[config.mk]
export PLATFORM = sky130hd
export DESIGN_NAME = system_clock_source_select
export DESIGN_NICKNAME = d
export VERILOG_FILES = /design/src/hdl/clk_select_pkg.sv /design/src/hdl/system_clock_source_select.sv
export VERILOG_INCLUDE_DIRS = /design/src /design/src/hdl
export SDC_FILE = /design/constraint.sdc
export NUM_CORES = 1
export LEC_CHECK = 0
export ABC_AREA = 1
export CAP_MARGIN = 25
export CORE_UTILIZATION = 55
export CTS_CLUSTER_DIAMETER = 200
export DETAILED_ROUTE_END_ITERATION = 8
export DONT_BUFFER_PORTS = 1
export GPL_TIMING_DRIVEN = 1
export PLACE_DENSITY = 0.71
export SLEW_MARGIN = 20
export SYNTH_ARGS = -nofsm -noshare
export SYNTH_HDL_FRONTEND = slang
export SYNTH_SLANG_ARGS = --single-unit
[constraint.sdc]
create_clock -name sys_clk -period 8.7 [get_ports sys_clk]
set_input_delay 0.435 -clock sys_clk [delete_from_list [all_inputs] [get_ports sys_clk]]
set_output_delay 0.435 -clock sys_clk [all_outputs]
set_load 0.05 [all_outputs]
[src/hdl/clk_select_consts.svh]
`ifndef CLK_SELECT_CONSTS_SVH
`define CLK_SELECT_CONSTS_SVH

// register byte offsets
`define OFS_SYSTEM_CONTROL_REG0  12'h000
`define OFS_PLL_CONTROL_REG0     12'h004
`define OFS_CLOCK_STATUS         12'h008

// system_control_reg0 fields
`define SEL_LSB                  0
`define SEL_MSB                  1
`define WAIT_LSB                 8
`define WAIT_MSB                 10

// pll_control_reg0 fields
`define BYPASS_BIT               0
`define OSC_SRC_BIT              1
`define PLL_INPUT_DIVIDER_FIELD_LSB                 4
`define PLL_INPUT_DIVIDER_FIELD_MSB                 7
`define K2_LSB                   8
`define K2_MSB                   14
`define PRESC_LSB                16
`define PRESC_MSB                25
`define PLL_MULTIPLIER_FIELD_LSB                 26
`define PLL_MULTIPLIER_FIELD_MSB                 31

// clock selector codes
`define SEL_WAKEUP               2'h0
`define SEL_RESERVED             2'h1
`define SEL_OSC_PLL              2'h2
`define SEL_DIRECT               2'h3

// reset values
`define RST_SEL                  2'h0
`define RST_WAIT                 3'h4
`define RST_BYPASS               1'h1
`define RST_PRESC                10'h000
`define RST_PLL_INPUT_DIVIDER_FIELD                 4'h0
`define RST_K2                   7'h00
`define RST_PLL_MULTIPLIER_FIELD                 6'h00

// number of clock sources that are sampled
`define NUM_SRC                  5

`endif

[src/hdl/clk_select_pkg.sv]
package clk_select_pkg;

   // apb request from the master
   typedef struct packed {
      logic [11:0] paddr;
      logic        pwrite;
      logic [31:0] pwdata;
   } apb_req_s;

   // apb answer to the master
   typedef struct packed {
      logic        pready;
      logic [31:0] prdata;
      logic        pslverr;
   } apb_rsp_s;

   // settings handed to the analog pll
   typedef struct packed {
      logic [3:0] pll_input_divider_field;
      logic [5:0] pll_multiplier_field;
      logic [6:0] pll_output_divider_field;
      logic       vco_bypass;
   } pll_cfg_s;

   // flash access handshake state
   typedef enum logic [0:0] {
      FL_IDLE = 1'b0,
      FL_WAIT = 1'b1
   } flash_state_e;

endpackage

[src/hdl/system_clock_source_select.sv]
// The implementer's own choices: the placing of the registers and register access over APB.
`timescale 1ns/100ps
`include "clk_select_consts.svh"
module system_clock_source_select (
   input  wire logic                     sys_clk,
   input  wire logic                     reset,
   input  wire logic                     psel,
   input  wire logic                     penable,
   input  wire clk_select_pkg::apb_req_s apb_req,
   output      clk_select_pkg::apb_rsp_s apb_rsp,
   input  wire logic                     ext_clock_pin,
   input  wire logic                     crystal_input,
   input  wire logic                     internal_clock,
   input  wire logic                     wakeup_clock,
   input  wire logic                     pll_clock,
   output      logic                     system_clock,
   output      clk_select_pkg::pll_cfg_s pll_cfg,
   input  wire logic                     flash_req,
   input  wire logic                     flash_seq,
   output      logic                     flash_ready
);
   import clk_select_pkg::*;

   // sampled clock sources: ext, crystal, internal, wakeup, pll
   logic [`NUM_SRC-1:0] src_in;
   logic [`NUM_SRC-1:0] src_meta_r;      // first stage, read only by stage two
   logic [`NUM_SRC-1:0] src_sync_r;      // second stage, safe to use
   logic                osc_prev_r;      // prior oscillator level for edge detect

   // register state
   logic [1:0]  sel_r,      sel_nxt;     // clock_source_select
   logic [2:0]  wait_r,     wait_nxt;    // flash_wait_count
   logic        bypass_r,   bypass_nxt;  // vco_bypass
   logic        osc_src_r,  osc_src_nxt; // 1: internal source, 0: crystal
   logic [9:0]  presc_r,    presc_nxt;   // prescaler_divider_field
   logic [3:0]  pll_input_divider_field_r,     pll_input_divider_field_nxt;    // pll_input_divider_field
   logic [6:0]  k2_r,       k2_nxt;      // pll_output_divider_field
   logic [5:0]  pll_multiplier_field_r,     pll_multiplier_field_nxt;    // pll_multiplier_field
   apb_rsp_s    rsp_r,      rsp_nxt;     // bus answer

   // clock generation state
   logic [9:0]  div_cnt_r,  div_cnt_nxt; // prescaler cycle counter
   logic        sysclk_r,   sysclk_nxt;  // generated system clock

   // flash wait state machine
   flash_state_e fl_state_r, fl_state_nxt;
   logic [2:0]   fl_cnt_r,   fl_cnt_nxt;
   logic         fl_rdy_r,   fl_rdy_nxt;

   // helper terms
   logic        setup_ph;                // setup cycle of a transfer
   logic        wr_take;                 // edge at which a write lands
   logic        osc_s;                   // selected oscillator level
   logic        osc_rise;                // oscillator rising edge
   logic [10:0] factor;                  // prescaler_factor
   logic [10:0] half;                    // high portion of divided period
   logic [31:0] rd_val;                  // read mux result
   logic        hit;                     // mapped address

   assign src_in = {pll_clock, wakeup_clock, internal_clock, crystal_input, ext_clock_pin};

   // two-flop synchroniser per source
   // every source is asynchronous to sys_clk and must stay well below half
   // of its rate, or edges are lost and the generated clock aliases
   genvar g;
   generate
      for (g = 0; g < `NUM_SRC; g = g + 1) begin : g_sync
         always_ff @(posedge sys_clk) begin
            if (reset) begin
               src_meta_r[g] <= 1'b0;
               src_sync_r[g] <= 1'b0;
            end else begin
               src_meta_r[g] <= src_in[g];
               src_sync_r[g] <= src_meta_r[g];
            end
         end
      end
   endgenerate

   // bus phase decode
   // the answer is registered, so every transfer has exactly one access cycle
   assign setup_ph = psel & ~penable;
   assign wr_take  = psel & penable & rsp_r.pready & apb_req.pwrite;

   // oscillator choice and edge detect
   assign osc_s    = osc_src_r ? src_sync_r[2] : src_sync_r[1];
   assign osc_rise = osc_s & ~osc_prev_r;
   assign factor   = {1'b0, presc_r} + 11'h001;
   assign half     = {1'b0, factor[10:1]};

   // read data and address map
   always_comb begin
      rd_val = 32'h0000_0000;
      hit    = 1'b1;
      case (apb_req.paddr)
         `OFS_SYSTEM_CONTROL_REG0: begin
            rd_val[`SEL_MSB:`SEL_LSB]   = sel_r;
            rd_val[`WAIT_MSB:`WAIT_LSB] = wait_r;
         end
         `OFS_PLL_CONTROL_REG0: begin
            rd_val[`BYPASS_BIT]           = bypass_r;
            rd_val[`OSC_SRC_BIT]          = osc_src_r;
            rd_val[`PLL_INPUT_DIVIDER_FIELD_MSB:`PLL_INPUT_DIVIDER_FIELD_LSB]   = pll_input_divider_field_r;
            rd_val[`K2_MSB:`K2_LSB]       = k2_r;
            rd_val[`PRESC_MSB:`PRESC_LSB] = presc_r;
            rd_val[`PLL_MULTIPLIER_FIELD_MSB:`PLL_MULTIPLIER_FIELD_LSB]   = pll_multiplier_field_r;
         end
         `OFS_CLOCK_STATUS: begin
            // live view: clock level, divider count, flash busy
            rd_val[0]     = sysclk_r;
            rd_val[1]     = (fl_state_r == FL_WAIT);
            rd_val[25:16] = div_cnt_r;
         end
         default: begin
            hit = 1'b0;
         end
      endcase
   end

   // register file and bus answer next values
   always_comb begin
      sel_nxt     = sel_r;
      wait_nxt    = wait_r;
      bypass_nxt  = bypass_r;
      osc_src_nxt = osc_src_r;
      presc_nxt   = presc_r;
      pll_input_divider_field_nxt    = pll_input_divider_field_r;
      k2_nxt      = k2_r;
      pll_multiplier_field_nxt    = pll_multiplier_field_r;
      rsp_nxt     = '0;
      // answer is prepared in setup, shown for one access cycle
      if (setup_ph) begin
         rsp_nxt.pready  = 1'b1;
         rsp_nxt.pslverr = ~hit;
         rsp_nxt.prdata  = apb_req.pwrite ? 32'h0000_0000 : rd_val;
      end
      if (wr_take) begin
         case (apb_req.paddr)
            `OFS_SYSTEM_CONTROL_REG0: begin
               // reserved code leaves the selection alone
               if (apb_req.pwdata[`SEL_MSB:`SEL_LSB] != `SEL_RESERVED) begin
                  sel_nxt = apb_req.pwdata[`SEL_MSB:`SEL_LSB];
               end
               wait_nxt = apb_req.pwdata[`WAIT_MSB:`WAIT_LSB];
            end
            `OFS_PLL_CONTROL_REG0: begin
               bypass_nxt  = apb_req.pwdata[`BYPASS_BIT];
               osc_src_nxt = apb_req.pwdata[`OSC_SRC_BIT];
               pll_input_divider_field_nxt    = apb_req.pwdata[`PLL_INPUT_DIVIDER_FIELD_MSB:`PLL_INPUT_DIVIDER_FIELD_LSB];
               k2_nxt      = apb_req.pwdata[`K2_MSB:`K2_LSB];
               presc_nxt   = apb_req.pwdata[`PRESC_MSB:`PRESC_LSB];
               pll_multiplier_field_nxt    = apb_req.pwdata[`PLL_MULTIPLIER_FIELD_MSB:`PLL_MULTIPLIER_FIELD_LSB];
            end
            default: begin
               sel_nxt = sel_r;
            end
         endcase
      end
   end

   // register file and bus answer flops
   always_ff @(posedge sys_clk) begin
      if (reset) begin
         sel_r     <= `RST_SEL;
         wait_r    <= `RST_WAIT;
         bypass_r  <= `RST_BYPASS;
         osc_src_r <= 1'b0;
         presc_r   <= `RST_PRESC;
         pll_input_divider_field_r    <= `RST_PLL_INPUT_DIVIDER_FIELD;
         k2_r      <= `RST_K2;
         pll_multiplier_field_r    <= `RST_PLL_MULTIPLIER_FIELD;
         rsp_r     <= '0;
      end else begin
         sel_r     <= sel_nxt;
         wait_r    <= wait_nxt;
         bypass_r  <= bypass_nxt;
         osc_src_r <= osc_src_nxt;
         presc_r   <= presc_nxt;
         pll_input_divider_field_r    <= pll_input_divider_field_nxt;
         k2_r      <= k2_nxt;
         pll_multiplier_field_r    <= pll_multiplier_field_nxt;
         rsp_r     <= rsp_nxt;
      end
   end

   // system clock source mux and prescaler
   // the divided clock only moves on an oscillator rising edge, so its
   // high and low times are whole oscillator periods; an odd factor puts
   // the extra period in the low phase
   // a counter left above a newly written smaller factor wraps at once
   // instead of running through the full ten-bit range
   always_comb begin
      div_cnt_nxt = div_cnt_r;
      sysclk_nxt  = sysclk_r;
      // prescaler counts oscillator periods, wraps at factor
      if (osc_rise) begin
         if ({1'b0, div_cnt_r} >= factor - 11'h001) begin
            div_cnt_nxt = 10'h000;
         end else begin
            div_cnt_nxt = div_cnt_r + 10'h001;
         end
      end
      case (sel_r)
         `SEL_DIRECT: begin
            sysclk_nxt = src_sync_r[0];
         end
         `SEL_OSC_PLL: begin
            if (!bypass_r) begin
               sysclk_nxt = src_sync_r[4];
            end else if (presc_r == 10'h000) begin
               sysclk_nxt = osc_s;
            end else if (osc_rise) begin
               sysclk_nxt = ({1'b0, div_cnt_nxt} < half);
            end
         end
         `SEL_WAKEUP: begin
            sysclk_nxt = src_sync_r[3];
         end
         default: begin
            sysclk_nxt = sysclk_r;
         end
      endcase
   end

   // clock generation flops
   always_ff @(posedge sys_clk) begin
      if (reset) begin
         osc_prev_r <= 1'b0;
         div_cnt_r  <= 10'h000;
         sysclk_r   <= 1'b0;
      end else begin
         osc_prev_r <= osc_s;
         div_cnt_r  <= div_cnt_nxt;
         sysclk_r   <= sysclk_nxt;
      end
   end

   // flash wait states: sequential accesses served at once
   // the wait count is copied when the access starts, so a new setting
   // written during an access only affects the next one
   // requests that arrive while waiting are dropped, not queued
   always_comb begin
      fl_state_nxt = fl_state_r;
      fl_cnt_nxt   = fl_cnt_r;
      fl_rdy_nxt   = 1'b0;
      case (fl_state_r)
         FL_IDLE: begin
            if (flash_req) begin
               if (flash_seq) begin
                  fl_rdy_nxt = 1'b1;
               end else begin
                  fl_state_nxt = FL_WAIT;
                  fl_cnt_nxt   = wait_r;
               end
            end
         end
         FL_WAIT: begin
            // a zero count is treated as one wait
            if (fl_cnt_r <= 3'h1) begin
               fl_rdy_nxt   = 1'b1;
               fl_state_nxt = FL_IDLE;
            end else begin
               fl_cnt_nxt = fl_cnt_r - 3'h1;
            end
         end
         default: begin
            fl_state_nxt = FL_IDLE;
         end
      endcase
   end

   // flash wait flops
   always_ff @(posedge sys_clk) begin
      if (reset) begin
         fl_state_r <= FL_IDLE;
         fl_cnt_r   <= 3'h0;
         fl_rdy_r   <= 1'b0;
      end else begin
         fl_state_r <= fl_state_nxt;
         fl_cnt_r   <= fl_cnt_nxt;
         fl_rdy_r   <= fl_rdy_nxt;
      end
   end

   // bus answer register drives the apb return path
   assign apb_rsp      = rsp_r;
   // generated clock level
   assign system_clock = sysclk_r;
   // completion pulse of a flash access
   assign flash_ready  = fl_rdy_r;
   // pll settings as one word, so a single driver owns the output
   assign pll_cfg      = {pll_input_divider_field_r, pll_multiplier_field_r, k2_r, bypass_r};

endmodule

# Yosys cells after proc, flatten, opt, wreduce, memory -nomap -nowiden
# Cells that the tools add are included.
# W data, S select, Z words.
# word_totals
register_bits,95
latch_bits,0
mem_bits_rw,0
mem_bits_ro,0
in_bits,56
output_inout_bits,54
wordCells,97
mem_count,0
# classes
addsub,4
multipliers,0
div,0
n_lt_le_gt_ge,3
n_eq_ne,9
n_shift,0
muxes,28
n_bitwise,11
n_reduce_logical,13
# op_table
cell,n
$mux W34,1
$mux W32,1
$mux W10,2
$pmux W10 S2,1
$eq A12 B3 Y1 const B,1
$eq A12 B4 Y1 const B,1
$logic_not A12 Y1,1
$pmux W3 S2,2
$add A10 B1 Y11 const B,1
$ge A10 B11 Y1,1
$mux W1,11
$sub A11 B1 Y11 const B,1
$add A10 B1 Y10 const B,1
$logic_not A10 Y1,1
$lt A10 B10 Y1,1
$mux W3,3
$mux W4,2
$mux W6,1
$ne A2 B2 Y1 const B,3
$not A1 Y1,6
$pmux W2 S3,1
$reduce_and A2 Y1,3
$reduce_and A3 Y1,2
$reduce_or A3 Y1,2
other kinds (12),18

# Logic depth before layout (Yosys ltp)
# Gate-level depths: netlist of the first run.
# depth
ltp_word,10
ltp_mapped,31

# Least setup slack after synthesis of the first run
# Ideal clock, no wire load.
# synth_timing
path_type,flip-flop to flip-flop
start,reg presc_r[0]
end,"reg sysclk_r, in the netlist system_clock"
setup_ns,0.067
t_arrival_ns,3.832
required_time_ns,8.633
setup_slack_ns,4.801
path_stages_with_launch,30
path_cell_list,dfxtp_1 -> ha_1 -> nand2_2 -> o21ai_2 -> nand2_2 -> nor4_1 -> nand3_1 -> nand3b_1 -> xor2_1 -> inv_1 -> ha_1 -> a21oi_1 -> nand2_1 -> a21oi_1 -> nand2_1 -> nand2_1 -> a21oi_2 -> nand3_1 -> nand2_1 -> inv_1 -> ha_1 -> a21oi_1 -> o21ai_0 -> nor3_1 -> nand2_1 -> nand2_1 -> nand2_1 -> nand2_1 -> nand2_1 -> a21oi_2
# synth_between
elab_chain_len,10
word_cells_on_any_way,13
classes_between,add/sub: 2; order compare: 2; eq/ne: 1; mux: 6; reduce/logical: 2
# synth_lines
item,line,source
"start, declared",system_clock_source_select.sv:35,"logic [9:0] presc_r, presc_nxt;"
"start signal, assigned",system_clock_source_select.sv:168,presc_r <= `RST_PRESC;
"start signal, assigned",system_clock_source_select.sv:178,presc_r <= presc_nxt;
$add A10 B1 Y11,system_clock_source_select.sv:88,"assign factor = {1'b0, presc_r} + 11'h001;"
$sub A11 B1 Y11,system_clock_source_select.sv:197,"if ({1'b0, div_cnt_r} >= factor - 11'h001) begin"
$ge A10 B11 Y1,system_clock_source_select.sv:197,
$mux W10,system_clock_source_select.sv:197,
$mux W10,system_clock_source_select.sv:196,if (osc_rise) begin
via div_cnt_nxt[9],system_clock_source_select.sv:42,"logic [9:0] div_cnt_r, div_cnt_nxt;"
$lt A10 B10 Y1,system_clock_source_select.sv:213,"sysclk_nxt = ({1'b0, div_cnt_nxt} < half);"
$mux W1,system_clock_source_select.sv:212,end else if (osc_rise) begin
$mux W1,system_clock_source_select.sv:210,end else if (presc_r == 10'h000) begin
$mux W1,system_clock_source_select.sv:208,if (!bypass_r) begin
$pmux W1 S3,system_clock_source_select.sv:203,case (sel_r)
"end signal, assigned",system_clock_source_select.sv:234,sysclk_r <= sysclk_nxt;
"end, declared",system_clock_source_select.sv:43,"logic sysclk_r, sysclk_nxt;"
# The timed path passes the listed nets, and every way through them passes these cells. The select of a mux whose other input is x is not followed.
# A chain may end at the register's enable or synchronous reset.

# Final worst setup path of the first run
# Same ends and word-level chain as after synthesis.

==> key figures, run 1 <==
Yosys
  – Ys flop type: dfxtp_1
  – Syn Inst Count: 550
  – Top-area cell type share of the netlist area: a little over two fifths
  – Yosys top cell by area: dfxtp_1
  – Post-synth EDFFs: 0
  – Cell variety after synth: 42
  – Seq cells post-synth: 92
  – Mapped cell area: between 4000 and 5000 um2
  – Async SR Flop Fraction: 0%
  – Most common cell in the synthesized netlist: inv_1
  – Yosys Warn Count: 0
  – Post-synth top cells: inv_1 (97), dfxtp_1 (92), nand2_1 (58), nor2_1 (57), a21oi_1 (48)
  – Mean Syn Cell Area: about 7.8 um2
  – Seq/Total Area, Yosys: 42.8%
  – Synth area leaders: dfxtp_1 (43%), inv_1 (8.5%), ha_1 (7.3%)

GRT
  – Global-route wire length before repair: roughly 16000 um
  – Initial antenna violation count: 0
  – Tot GR Track Use: between 20% and 30%
  – Vias in the first global route: about 3400
  – Largest net degree at the start of global routing: 55
  – GRT Residual Overflow: 0

Timing
  – Final setup fails: 0
  – Tmin final: around 4.6 ns
  – Fin. max-slew vios: 0
  – Fmax: 218 MHz
  – Clock Skew: between 0.009 and 0.01 ns
  – Slew HR: ~37%
  – Setup TNS Final: 0 ns
  – RSZ-0062 raised after global routing: false
  – Worst slew pin tran: approximately 0.95 ns
  – Hold Vio Cnt, Final: 0
  – Fin crit share: 52.8%

Clock tree
  – Post-CTS setup repair buffer count: 0
  – Num CTS Buffers: 9
  – Clock tree buffer depth: 2
  – Root Driver: clkbuf_8
  – CTS-repair resized insts: 0
  – # H-tree levels: 3
  – Clock sinks: 92
  – Clk slew on worst S/H paths: 0.09 ns
  – CTS tree: yes
  – Clk_lat worst skew: 0.36 ns
  – Hold buffers post-CTS: 0

Die
  – Core area: about 7400 um2
  – Rows: 31
  – Die area: a little over 8000 um2
  – Width of the die: approximately 90 um
  – IO Pins: between 100 and 150
  – Initial Util: 58.1%
  – Die Y: around 90 um

Setup path
  – Crit-path most repeated cell: nand2_1
  – Crit path DAT: 4.89 ns
  – Worst r2r src: presc_r[0]
  – Required @ worst endpoint: about 9.0 ns
  – CP endpoint kind: flip-flop
  – Worst Path Class, Setup: flip-flop to flip-flop
  – Worst-path maximum fanout: 8
  – Reg2reg path depth: 29
  – Crit Reg-Reg Endpoint: system_clock
  – Delay of the slowest critical-path stage: 0.46 ns
  – Slowest stage cell, crit path: dfxtp_1
  – Top cell family by delay on the critical path: simple AND/OR/NAND/NOR gates
  – R2R setup slack: 4.11 ns
  – Startpoint Class: flip-flop
  – CP bufs+invs: 2

Hold path
  – Hold path endpoint: src_meta_r[3]
  – Launch point of the worst hold path: reset
  – Hold Path Class: input port to flip-flop
  – Hold Path Depth: 1

Finish
  – Inserted Diodes: 0
  – Final Non-Filler Cells: ~650
  – Share of cells above drive strength 1: under 10%
  – Synth-to-Final Area Change: 5.26%
  – Final nets: ~630

Route
  – Average vias per placed instance: around 5.4
  – Final ANT Viol Nets: 0
  – Met1 WL: about 4000 um
  – Routed wire length: approximately 9500 um
  – Top layer in use: met4
  – Total number of vias: 3482
  – Met3 routed WL: ~540 um
  – DRT iter0 DRCs: between 200 and 250
  – WL/cell: around 15 um
  – Met2 WL: 4720 um
  – Detailed Routing Iterations Pass 1: 5
  – # DRC: 0

Flow run
  – Max Cap Violations: 0

Power and ir drop
  – Peak supply drop: 0.117 mV
  – Power density over the cells: 158 nW/um2
  – Leak Pwr: between 1.5 and 2 nW

Place
  – Routability Congestion: approximately 0.89
  – Dpl hpwl: between 7000 and 8000 um
  – IO Port Bufs: 0
  – Placed Cells incl. Taps: roughly 630

Status
  – Outcome: finished, final reports clean
==> flip-flops by register name, summed over array words and instances (netlist names) <==
name                       count
apb_rsp                       31
bypass_r                       1
div_cnt_r                     10
fl_cnt_r                       3
fl_state_r                     1
flash_ready                    1
k2_r                           7
osc_prev_r                     1
osc_src_r                      1
pll_input_divider_field_r      4
pll_multiplier_field_r         6
presc_r                       10
sel_r                          2
src_meta_r                     5
src_sync_r                     5
system_clock                   1
wait_r                         3
==> worst max path at each step <==
stage | from | slack [ns] | cells after the start | to
floorplan | presc_r[0] | 4.80 | 29 | system_clock
global placement | presc_r[0] | 4.23 | 30 | system_clock
detailed placement | presc_r[0] | 4.18 | 30 | system_clock
CTS | presc_r[0] | 4.13 | 30 | system_clock
global route | presc_r[0] | 3.52 | 30 | system_clock
finish | presc_r[0] | 4.11 | 29 | system_clock
==> through the flow <==
step | hold WS (ns) | instance area [um2] | util [%] | total power [mW] | worst slack [ns]
6_report | 0.126 | 4530 | 61.2 | 0.718 | 4.11
4_1_cts | 0.112 | 4530 | 61.2 | 0.722 | 4.13
3_5_place_dp | 0.396 | 4360 | 58.8 | 0.466 | 4.18
2_1_floorplan | 0.388 | 4310 | - | 0.464 | 4.80
5_1_grt | 0.104 | 4530 | 61.2 | 0.745 | 3.52
3_3_place_gp | 0.390 | 4360 | 58.8 | 0.466 | 4.23
==> logic make-up (layout without fill, tap and decap cells) <==
family | count (synthesis) | in the layout | synth area share, %
AOI/OAI and AO/OA | 116 | 116 | 15.7
buffers and inverters | 118 | 116 | 10.6
muxes | 1 | 1 | 0.232
other | 1 | 3 | 0.0871
adders and majority gates | 25 | 25 | 7.27
and+or+nand+nor | 183 | 183 | 20.5
DFF | 92 | 92 | 42.8
xor gates and xnor gates | 14 | 14 | 2.85
==> cells in the final DEF, fill, tap and decap left out, types with 4 or more instances in the layout <==
master | Yosys | final
nor2_1 | 57 | 57
nand3b_1 | 4 | 4
nor4_1 | 5 | 5
a21oi_1 | 48 | 48
o32ai_1 | 11 | 11
nand2_1 | 58 | 58
nor3_1 | 10 | 10
nand4_1 | 7 | 7
dfxtp_1 | 92 | 92
o21ai_0 | 37 | 37
xor2_1 | 12 | 12
ha_1 | 25 | 25
clkbuf_8 | 0 | 9
nand2_2 | 11 | 11
nand3_1 | 19 | 19
inv_1 | 97 | 97
==> power by group <==
part	total (mW)	switching (mW)	internal, mW
sequential	0.432	0.00567	0.426
clock	0.261	0.154	0.106
combinational	0.0254	0.0177	0.00765
total	0.718	0.178	0.540
==> area by class of cell <==
cell class | instances | area, um2
Fill cell | 694 | 2880
Multi-Input combinational cell | 342 | 2010
Sequential cell | 92 | 1840
Inverter | 99 | 372
Clock buffer | 10 | 128
Tap cell | 99 | 124
Clock inverter | 6 | 46.3
Timing Repair Buffer | 1 | 7.51
==> per-layer routing <==
metal / GRT usage (%) / vias to the layer above
li1: - / 1773
met1: 28.5 / 1593
met2: 42.7 / 98
met3: 6.57 / 18
met4: 8.20 / 0
met5: 0 / -
==> worst register-to-register path, delay by kind of cell, from the launching register on <==
kind | cells | cell delay (ns)
xor+xnor | 1 | 0.14
compound gates | 7 | 0.79
buf+inv | 2 | 0.12
fa+ha+maj | 3 | 0.83
simple gates | 16 | 2.19
flops | 1 | 0.46
Note: power is estimated with default switching activity, not from simulation.
==> inputs of run 2 (changes only) <==
- ABC_AREA: 1 -> 0
- PLACE_DENSITY: 0.71 -> 0.74
- clock period: 8.7 -> 3.7 ns (I/O delays scaled with it)
==> run 2 against run 1 <==
  * Combinational power grew to 3.4 times the previous value
  * Critical path type unchanged
  * Critical endpoint unchanged
  * First-iteration DRC count stayed put
  * Critical path depth is 7 lower
  * Highest routed layer unchanged
  * The run now ends with negative setup slack left
  * Synthesized cell count is 10% lower
  * Register-to-register slack worse by 4.6 ns
==> key figures, run 2 <==
Status
  – Outcome: complete, but fails checks
  – Failing checks: negative setup slack

GRT
  – GR Layer Usage met1: ~33%
  – Global-route wire length before repair: between 15000 and 20000 um
  – GRT Residual Overflow: 0
  – Grt met2 use: just over 50%
  – Initial antenna violation count: 0
  – GRT met3 Usage: under 10%
  – Tot GR Track Use: between 20% and 30%
  – Vias in the first global route: approximately 4000
  – Largest net degree at the start of global routing: 55
  – Layer with the highest usage: met2

Timing
  – Fin crit share: 112%
  – Final setup fails: 1
  – RSZ-0062 raised after global routing: true
  – Clock Skew: approximately 0.012 ns
  – Fin. max-slew vios: 0
  – Tmin final: 4.14 ns
  – Worst slew pin tran: just over 0.6 ns
  – Fmax: approximately 240 MHz
  – Slew HR: between 50 and 60%
  – Setup ws final: -0.440 ns
  – Hold Vio Cnt, Final: 0

Die
  – Die area: between 8000 and 9000 um2
  – Width of the die: between 80 and 90 um
  – Rows: 31
  – Core area: approximately 7400 um2
  – IO Pins: between 100 and 150
  – Initial Util: between 50% and 60%
  – Die Y: roughly 90 um

Setup path
  – CP endpoint kind: flip-flop
  – Worst Path Class, Setup: flip-flop to flip-flop
  – Startpoint Class: flip-flop
  – Slowest stage cell, crit path: or4_4
  – Cell chain of the critical path: or3_4, or2_4, nand2_2, nand3b_1, nor2_2, buf_4, xor2_1, ha_2, or4_4, a221oi_2, o21ai_2, nand4_4, o21ai_4, nand2_2, ha_4, a21o_1, a21o_1, a21oi_1, o211ai_1, a22oi_1, o21ai_1, o21ba_1
  – Delay of the slowest critical-path stage: a little over 0.5 ns
  – Worst-path maximum fanout: 4
  – Crit path DAT: between 4 and 5 ns
  – Required @ worst endpoint: 4.02 ns

Clock tree
  – Root Driver: clkbuf_8
  – Clk slew on worst S/H paths: 0.11 ns
  – Clock sinks: 92
  – Clk_lat worst skew: between 0.3 and 0.4 ns
  – Clock tree buffer depth: 2
  – CTS tree: yes
  – # H-tree levels: 3
  – Num CTS Buffers: 9

Yosys
  – Post-synth top cells: dfxtp_1 (92), nand2_1 (82), a21oi_1 (43), nor2_1 (37), ha_1 (25)
  – Syn Inst Count: ~500
  – Mapped cell area: around 4200 um2
  – Yosys top cell by area: dfxtp_1
  – Yosys Warn Count: 0
  – Seq cells post-synth: 92
  – Synth area leaders: dfxtp_1 (43%), ha_1 (7.4%), nand2_1 (7.2%)
  – Ys flop type: dfxtp_1
  – Cell variety after synth: between 50 and 60
  – Mean Syn Cell Area: between 8 and 9 um2
  – Post-synth EDFFs: 0
  – Async SR Flop Fraction: 0%
  – Top-area cell type share of the netlist area: 43.4%
  – Most common cell in the synthesized netlist: dfxtp_1
  – Seq/Total Area, Yosys: between 40% and 50%

Place
  – Dpl hpwl: between 7000 and 8000 um
  – Dpl ws: -0.573 ns
  – IO Port Bufs: 0
  – Routability Congestion: between 0.9 and 1
  – Placed Cells incl. Taps: just over 600

Power and ir drop
  – Peak supply drop: 0.345 mV
  – Power density over the cells: around 340 nW/um2
  – Leak Pwr: about 2.2 nW

Route
  – Average vias per placed instance: 5.57
  – Final ANT Viol Nets: 0
  – Routed wire length: 11500 um
  – # DRC: 0
  – DRT iter0 DRCs: 228
  – Total number of vias: 3812
  – Detailed Routing Iterations Pass 1: 5
  – WL/cell: about 17 um

Hold path
  – Hold Path Class: input port to flip-flop

Finish
  – Largest register FFs: 31
  – Final nets: around 660
  – Share of cells above drive strength 1: roughly a fifth
  – Most common cell after layout, fill and taps aside: dfxtp_1
  – Synth-to-Final Area Change: 29.1%
  – Inserted Diodes: 0
  – Final Non-Filler Cells: 684
  – Most frequent cells in the layout: dfxtp_1 (88), nand2_1 (79), buf_4 (58)
  – Filler Cell Count: roughly 530

Flow run
  – Max Cap Violations: 0
## run 2: routing by layer
layer  share of wire (%)  wire [um]
met3                 5.6        646
met2                  51       5860
met5                   0          0
met4                 1.9        223
met1                  42       4800
## run 2: cell families after synthesis
family / synth area share (%)
and+or+nand+nor: 24.1
buffers and inverters: 4.24
xor gates and xnor gates: 4.54
muxes: 2.12
other: 0.0883
adders and majority gates: 7.36
DFF: 43.4
AOI/OAI and AO/OA: 14.2
## run 2: cell type report
type | instances | area (um2) | share of cell area [%]
inverter | 13 | 48.8 | 0.890
multi-input combinational | 364 | 2370 | 43.2
clock inverter | 7 | 100 | 1.83
timing repair buffer | 100 | 871 | 15.9
clock buffer | 9 | 124 | 2.26
tap | 99 | 124 | 2.26
sequential | 92 | 1850 | 33.7
## run 2: path summary, 6_finish.rpt
check           startpoint       endpoint  slack [ns]  cells past startpoint
max             presc_r[3]   system_clock       -0.44                     22
min             apb_req[0]       sel_r[0]        0.02                      2
max reg2reg     presc_r[3]   system_clock       -0.44                     22
min reg2reg  src_meta_r[2]  src_sync_r[2]        0.45                      1
## run 2: power breakdown
part / switching, mW / internal (mW)
sequential: 0.0121 / 0.999
combinational: 0.0407 / 0.0457
clock: 0.413 / 0.340
## run 2: critical path: cells and delay by family (launching register included)
family          cells  cell delay (ns)
xor+xnor            1             0.07
compound gates     10             1.42
fa+ha+maj           2             0.37
flops               1             0.36
simple gates        8             1.76
buf+inv             1             0.13
## run 2: timing repair
item	in CTS	in global routing
pin swaps	13	19
setup endpoints to repair	1	1
hold buffers	41	0
buffers inserted	2	2
resized for setup	14	19
hold endpoints to repair	59	0
## run 2: per-stage QoR
step | util, % | area, um2 | hold slack [ns] | power [mW] | TNS [ns]
after floorplan | - | 4270 | 0.303 | 1.08 | -0.420
after global placement | 63.4 | 4680 | 0.258 | 1.07 | -0.411
after detailed placement | 63.4 | 4680 | 0.260 | 1.07 | -0.573
after CTS | 73.0 | 5380 | 0.00450 | 1.86 | -0.404
after global routing | 74.4 | 5480 | 0.0111 | 1.92 | -0.669
final | 74.4 | 5480 | 0.0175 | 1.85 | -0.440
==> inputs of run 3 (changes only) <==
- CORE_ASPECT_RATIO: unset -> 0.75
==> run 3 against run 2 <==
  * The flow still finishes with violations (negative setup slack)
  * Cell count is 0.44% lower
  * First-iteration DRC count is 11% lower
  * Total power is 7.6% lower
  * Worst setup slack worse by 0.059 ns
  * Wire length is 3.3% lower
  * Register-to-register slack worse by 0.06 ns
  * Utilization is 1.6 points lower
  * Largest power group unchanged
  * Sequential power hardly changed
  * Clock skew is 0.0011 ns lower
  * Combinational power is 1% higher
  * Count of clock-buffer cells in the layout stayed put
==> key figures, run 3 (synthesis gave the netlist of run 2 again) <==
Finish
  – Final core area utilization: ~73%
  – Most frequent cells in the layout: dfxtp_1 (88), nand2_1 (82), buf_4 (51)
  – Inserted Diodes: 0
  – Most common cell after layout, fill and taps aside: dfxtp_1
  – Final Non-Filler Cells: approximately 680
  – Largest register FFs: 31
  – Filler Cell Count: roughly 570
  – Final nets: approximately 660
  – Synth-to-Final Area Change: 26.8%
  – Share of cells above drive strength 1: between 10% and 20%

Clock tree
  – Clock tree buffer depth: 2
  – # H-tree levels: 3
  – Clk slew on worst S/H paths: 0.09 ns
  – Clk_lat worst skew: 0.37 ns
  – Num CTS Buffers: 9
  – CTS tree: yes
  – Clock sinks: 92
  – Root Driver: clkbuf_8

Timing
  – RSZ-0062 raised after global routing: true
  – Fin crit share: 113%
  – Fmax: between 200 and 250 MHz
  – Slew HR: about 59%
  – Final setup fails: 1
  – Worst slew pin tran: 0.609 ns
  – Clock Skew: between 0.01 and 0.015 ns
  – Hold Vio Cnt, Final: 0
  – Setup ws final: -0.499 ns
  – Fin. max-slew vios: 0
  – Tmin final: approximately 4.2 ns

Place
  – IO Port Bufs: 0
  – Dpl hpwl: around 7400 um
  – Placed Cells incl. Taps: between 600 and 700
  – Routability Congestion: 0.910

Setup path
  – Delay of the slowest critical-path stage: 0.54 ns
  – Worst r2r src: presc_r[0]
  – Crit Reg-Reg Endpoint: system_clock
  – Worst-path maximum fanout: 5
  – Worst Path Class, Setup: flip-flop to flip-flop
  – Reg2reg path depth: 23
  – Required @ worst endpoint: 4.02 ns
  – R2R setup slack: -0.50 ns
  – Crit path DAT: around 4.5 ns
  – CP endpoint kind: flip-flop
  – Slowest stage cell, crit path: or4_4
  – CP bufs+invs: 1
  – Top cell family by delay on the critical path: compound AO/OA/AOI/OAI gates
  – Startpoint Class: flip-flop
  – Crit-path most repeated cell: a21o_1
  – Crit. path cell count: 23
  – Cell chain of the critical path: buf_6, a211o_1, a21o_1, nand2_1, nand3b_1, nor2_2, nand3_2, xnor2_1, ha_1, or4_4, a221oi_4, o21ai_2, nand4_4, o21ai_2, nand2_1, ha_4, a21o_1, a21o_1, a21oi_2, o211ai_1, a22oi_1, o21ai_1, o21ba_1

GRT
  – GRT Residual Overflow: 0
  – Tot GR Track Use: ~29%
  – Global-route wire length before repair: 17700 um
  – Initial antenna violation count: 0
  – Largest net degree at the start of global routing: between 50 and 60
  – Vias in the first global route: 3735

Die
  – Rows: 27
  – Width of the die: 103 um
  – IO Pins: 110
  – Core area: around 7400 um2
  – Die Y: just under 80 um
  – Initial Util: ~57%
  – Die area: 8080 um2

Route
  – Detailed Routing Iterations Pass 1: 5
  – # DRC: 0
  – DRT iter0 DRCs: ~200
  – Average vias per placed instance: approximately 5.5
  – Final ANT Viol Nets: 0
  – Routed wire length: around 11000 um
  – WL/cell: 16.4 um
  – Total number of vias: between 3000 and 4000

Power and ir drop
  – Leak Pwr: about 2.1 nW
  – Peak supply drop: roughly 0.27 mV
  – Power density over the cells: 317 nW/um2

Hold path
  – Hold Path Depth: 3
  – Launch point of the worst hold path: penable
  – Hold path endpoint: apb_rsp[0]
  – Hold Path Class: input port to flip-flop

Flow run
  – Max Cap Violations: 0

Status
  – Outcome: complete, but fails checks
  – Failing checks: negative setup slack
run 3: cell count changes in the layout (fill, tap and decap cells not counted), moves of 3 or more:
cell,before,now
nand2_1,79,82
inv_8,4,0
nand2_2,3,0
buf_4,58,51
run 3: worst max path at each step:
stage	slack, ns	start	to
2_1_floorplan	-0.42	presc_r[2]	system_clock
3_3_place_gp	-0.45	presc_r[1]	system_clock
3_5_place_dp	-0.54	presc_r[3]	system_clock
4_1_cts	-0.43	presc_r[3]	system_clock
5_1_grt	-0.68	presc_r[0]	system_clock
6_report	-0.50	presc_r[0]	system_clock
run 3: where the power goes:
part           internal (mW)  switching, mW  total (mW)
Sequential             0.997         0.0123        1.01
Combinational         0.0457         0.0419      0.0875
Clock                  0.246          0.366       0.612
Total                   1.29          0.420        1.71
run 3: tightest hold or removal path, cell delays in order:
cell	delay (ns)
nor2_1	0.02
nand2_1	0.08
nor2_1	0.06
run 3: through the flow:
step	setup WS, ns	total power [mW]	instance area, um2	setup TNS (ns)	hold WS, ns
global route	-0.678	1.76	5390	-0.678	0.0271
finish	-0.499	1.71	5390	-0.499	0.0283
CTS	-0.433	1.71	5290	-0.433	0.00922
detailed placement	-0.539	1.07	4630	-0.539	0.260
global placement	-0.453	1.07	4630	-0.453	0.259
floorplan	-0.420	1.08	4270	-0.420	0.303
run 3: per-layer routing:
layer  GRT usage, %  part of all wire (%)
met3           6.32                   5.5
met4           8.73                   2.0
met2           48.6                    48
met1           36.0                    45
met5              0                     0
run 3: area by class of cell:
type | instances | area (um2) | share of cell area (%)
clock inverter | 7 | 51.3 | 0.952
tap | 101 | 126 | 2.35
inverter | 13 | 48.8 | 0.906
sequential | 92 | 1850 | 34.4
multi-input combinational | 364 | 2340 | 43.5
clock buffer | 9 | 124 | 2.30
timing repair buffer | 95 | 841 | 15.6
run 3: what timing repair did:
item                       CTS  global route
setup endpoints to repair    1             1
buffers inserted             4             2
pin swaps                   10            16
hold endpoints to repair    59             0
resized for setup           16            13
hold buffers                41             0
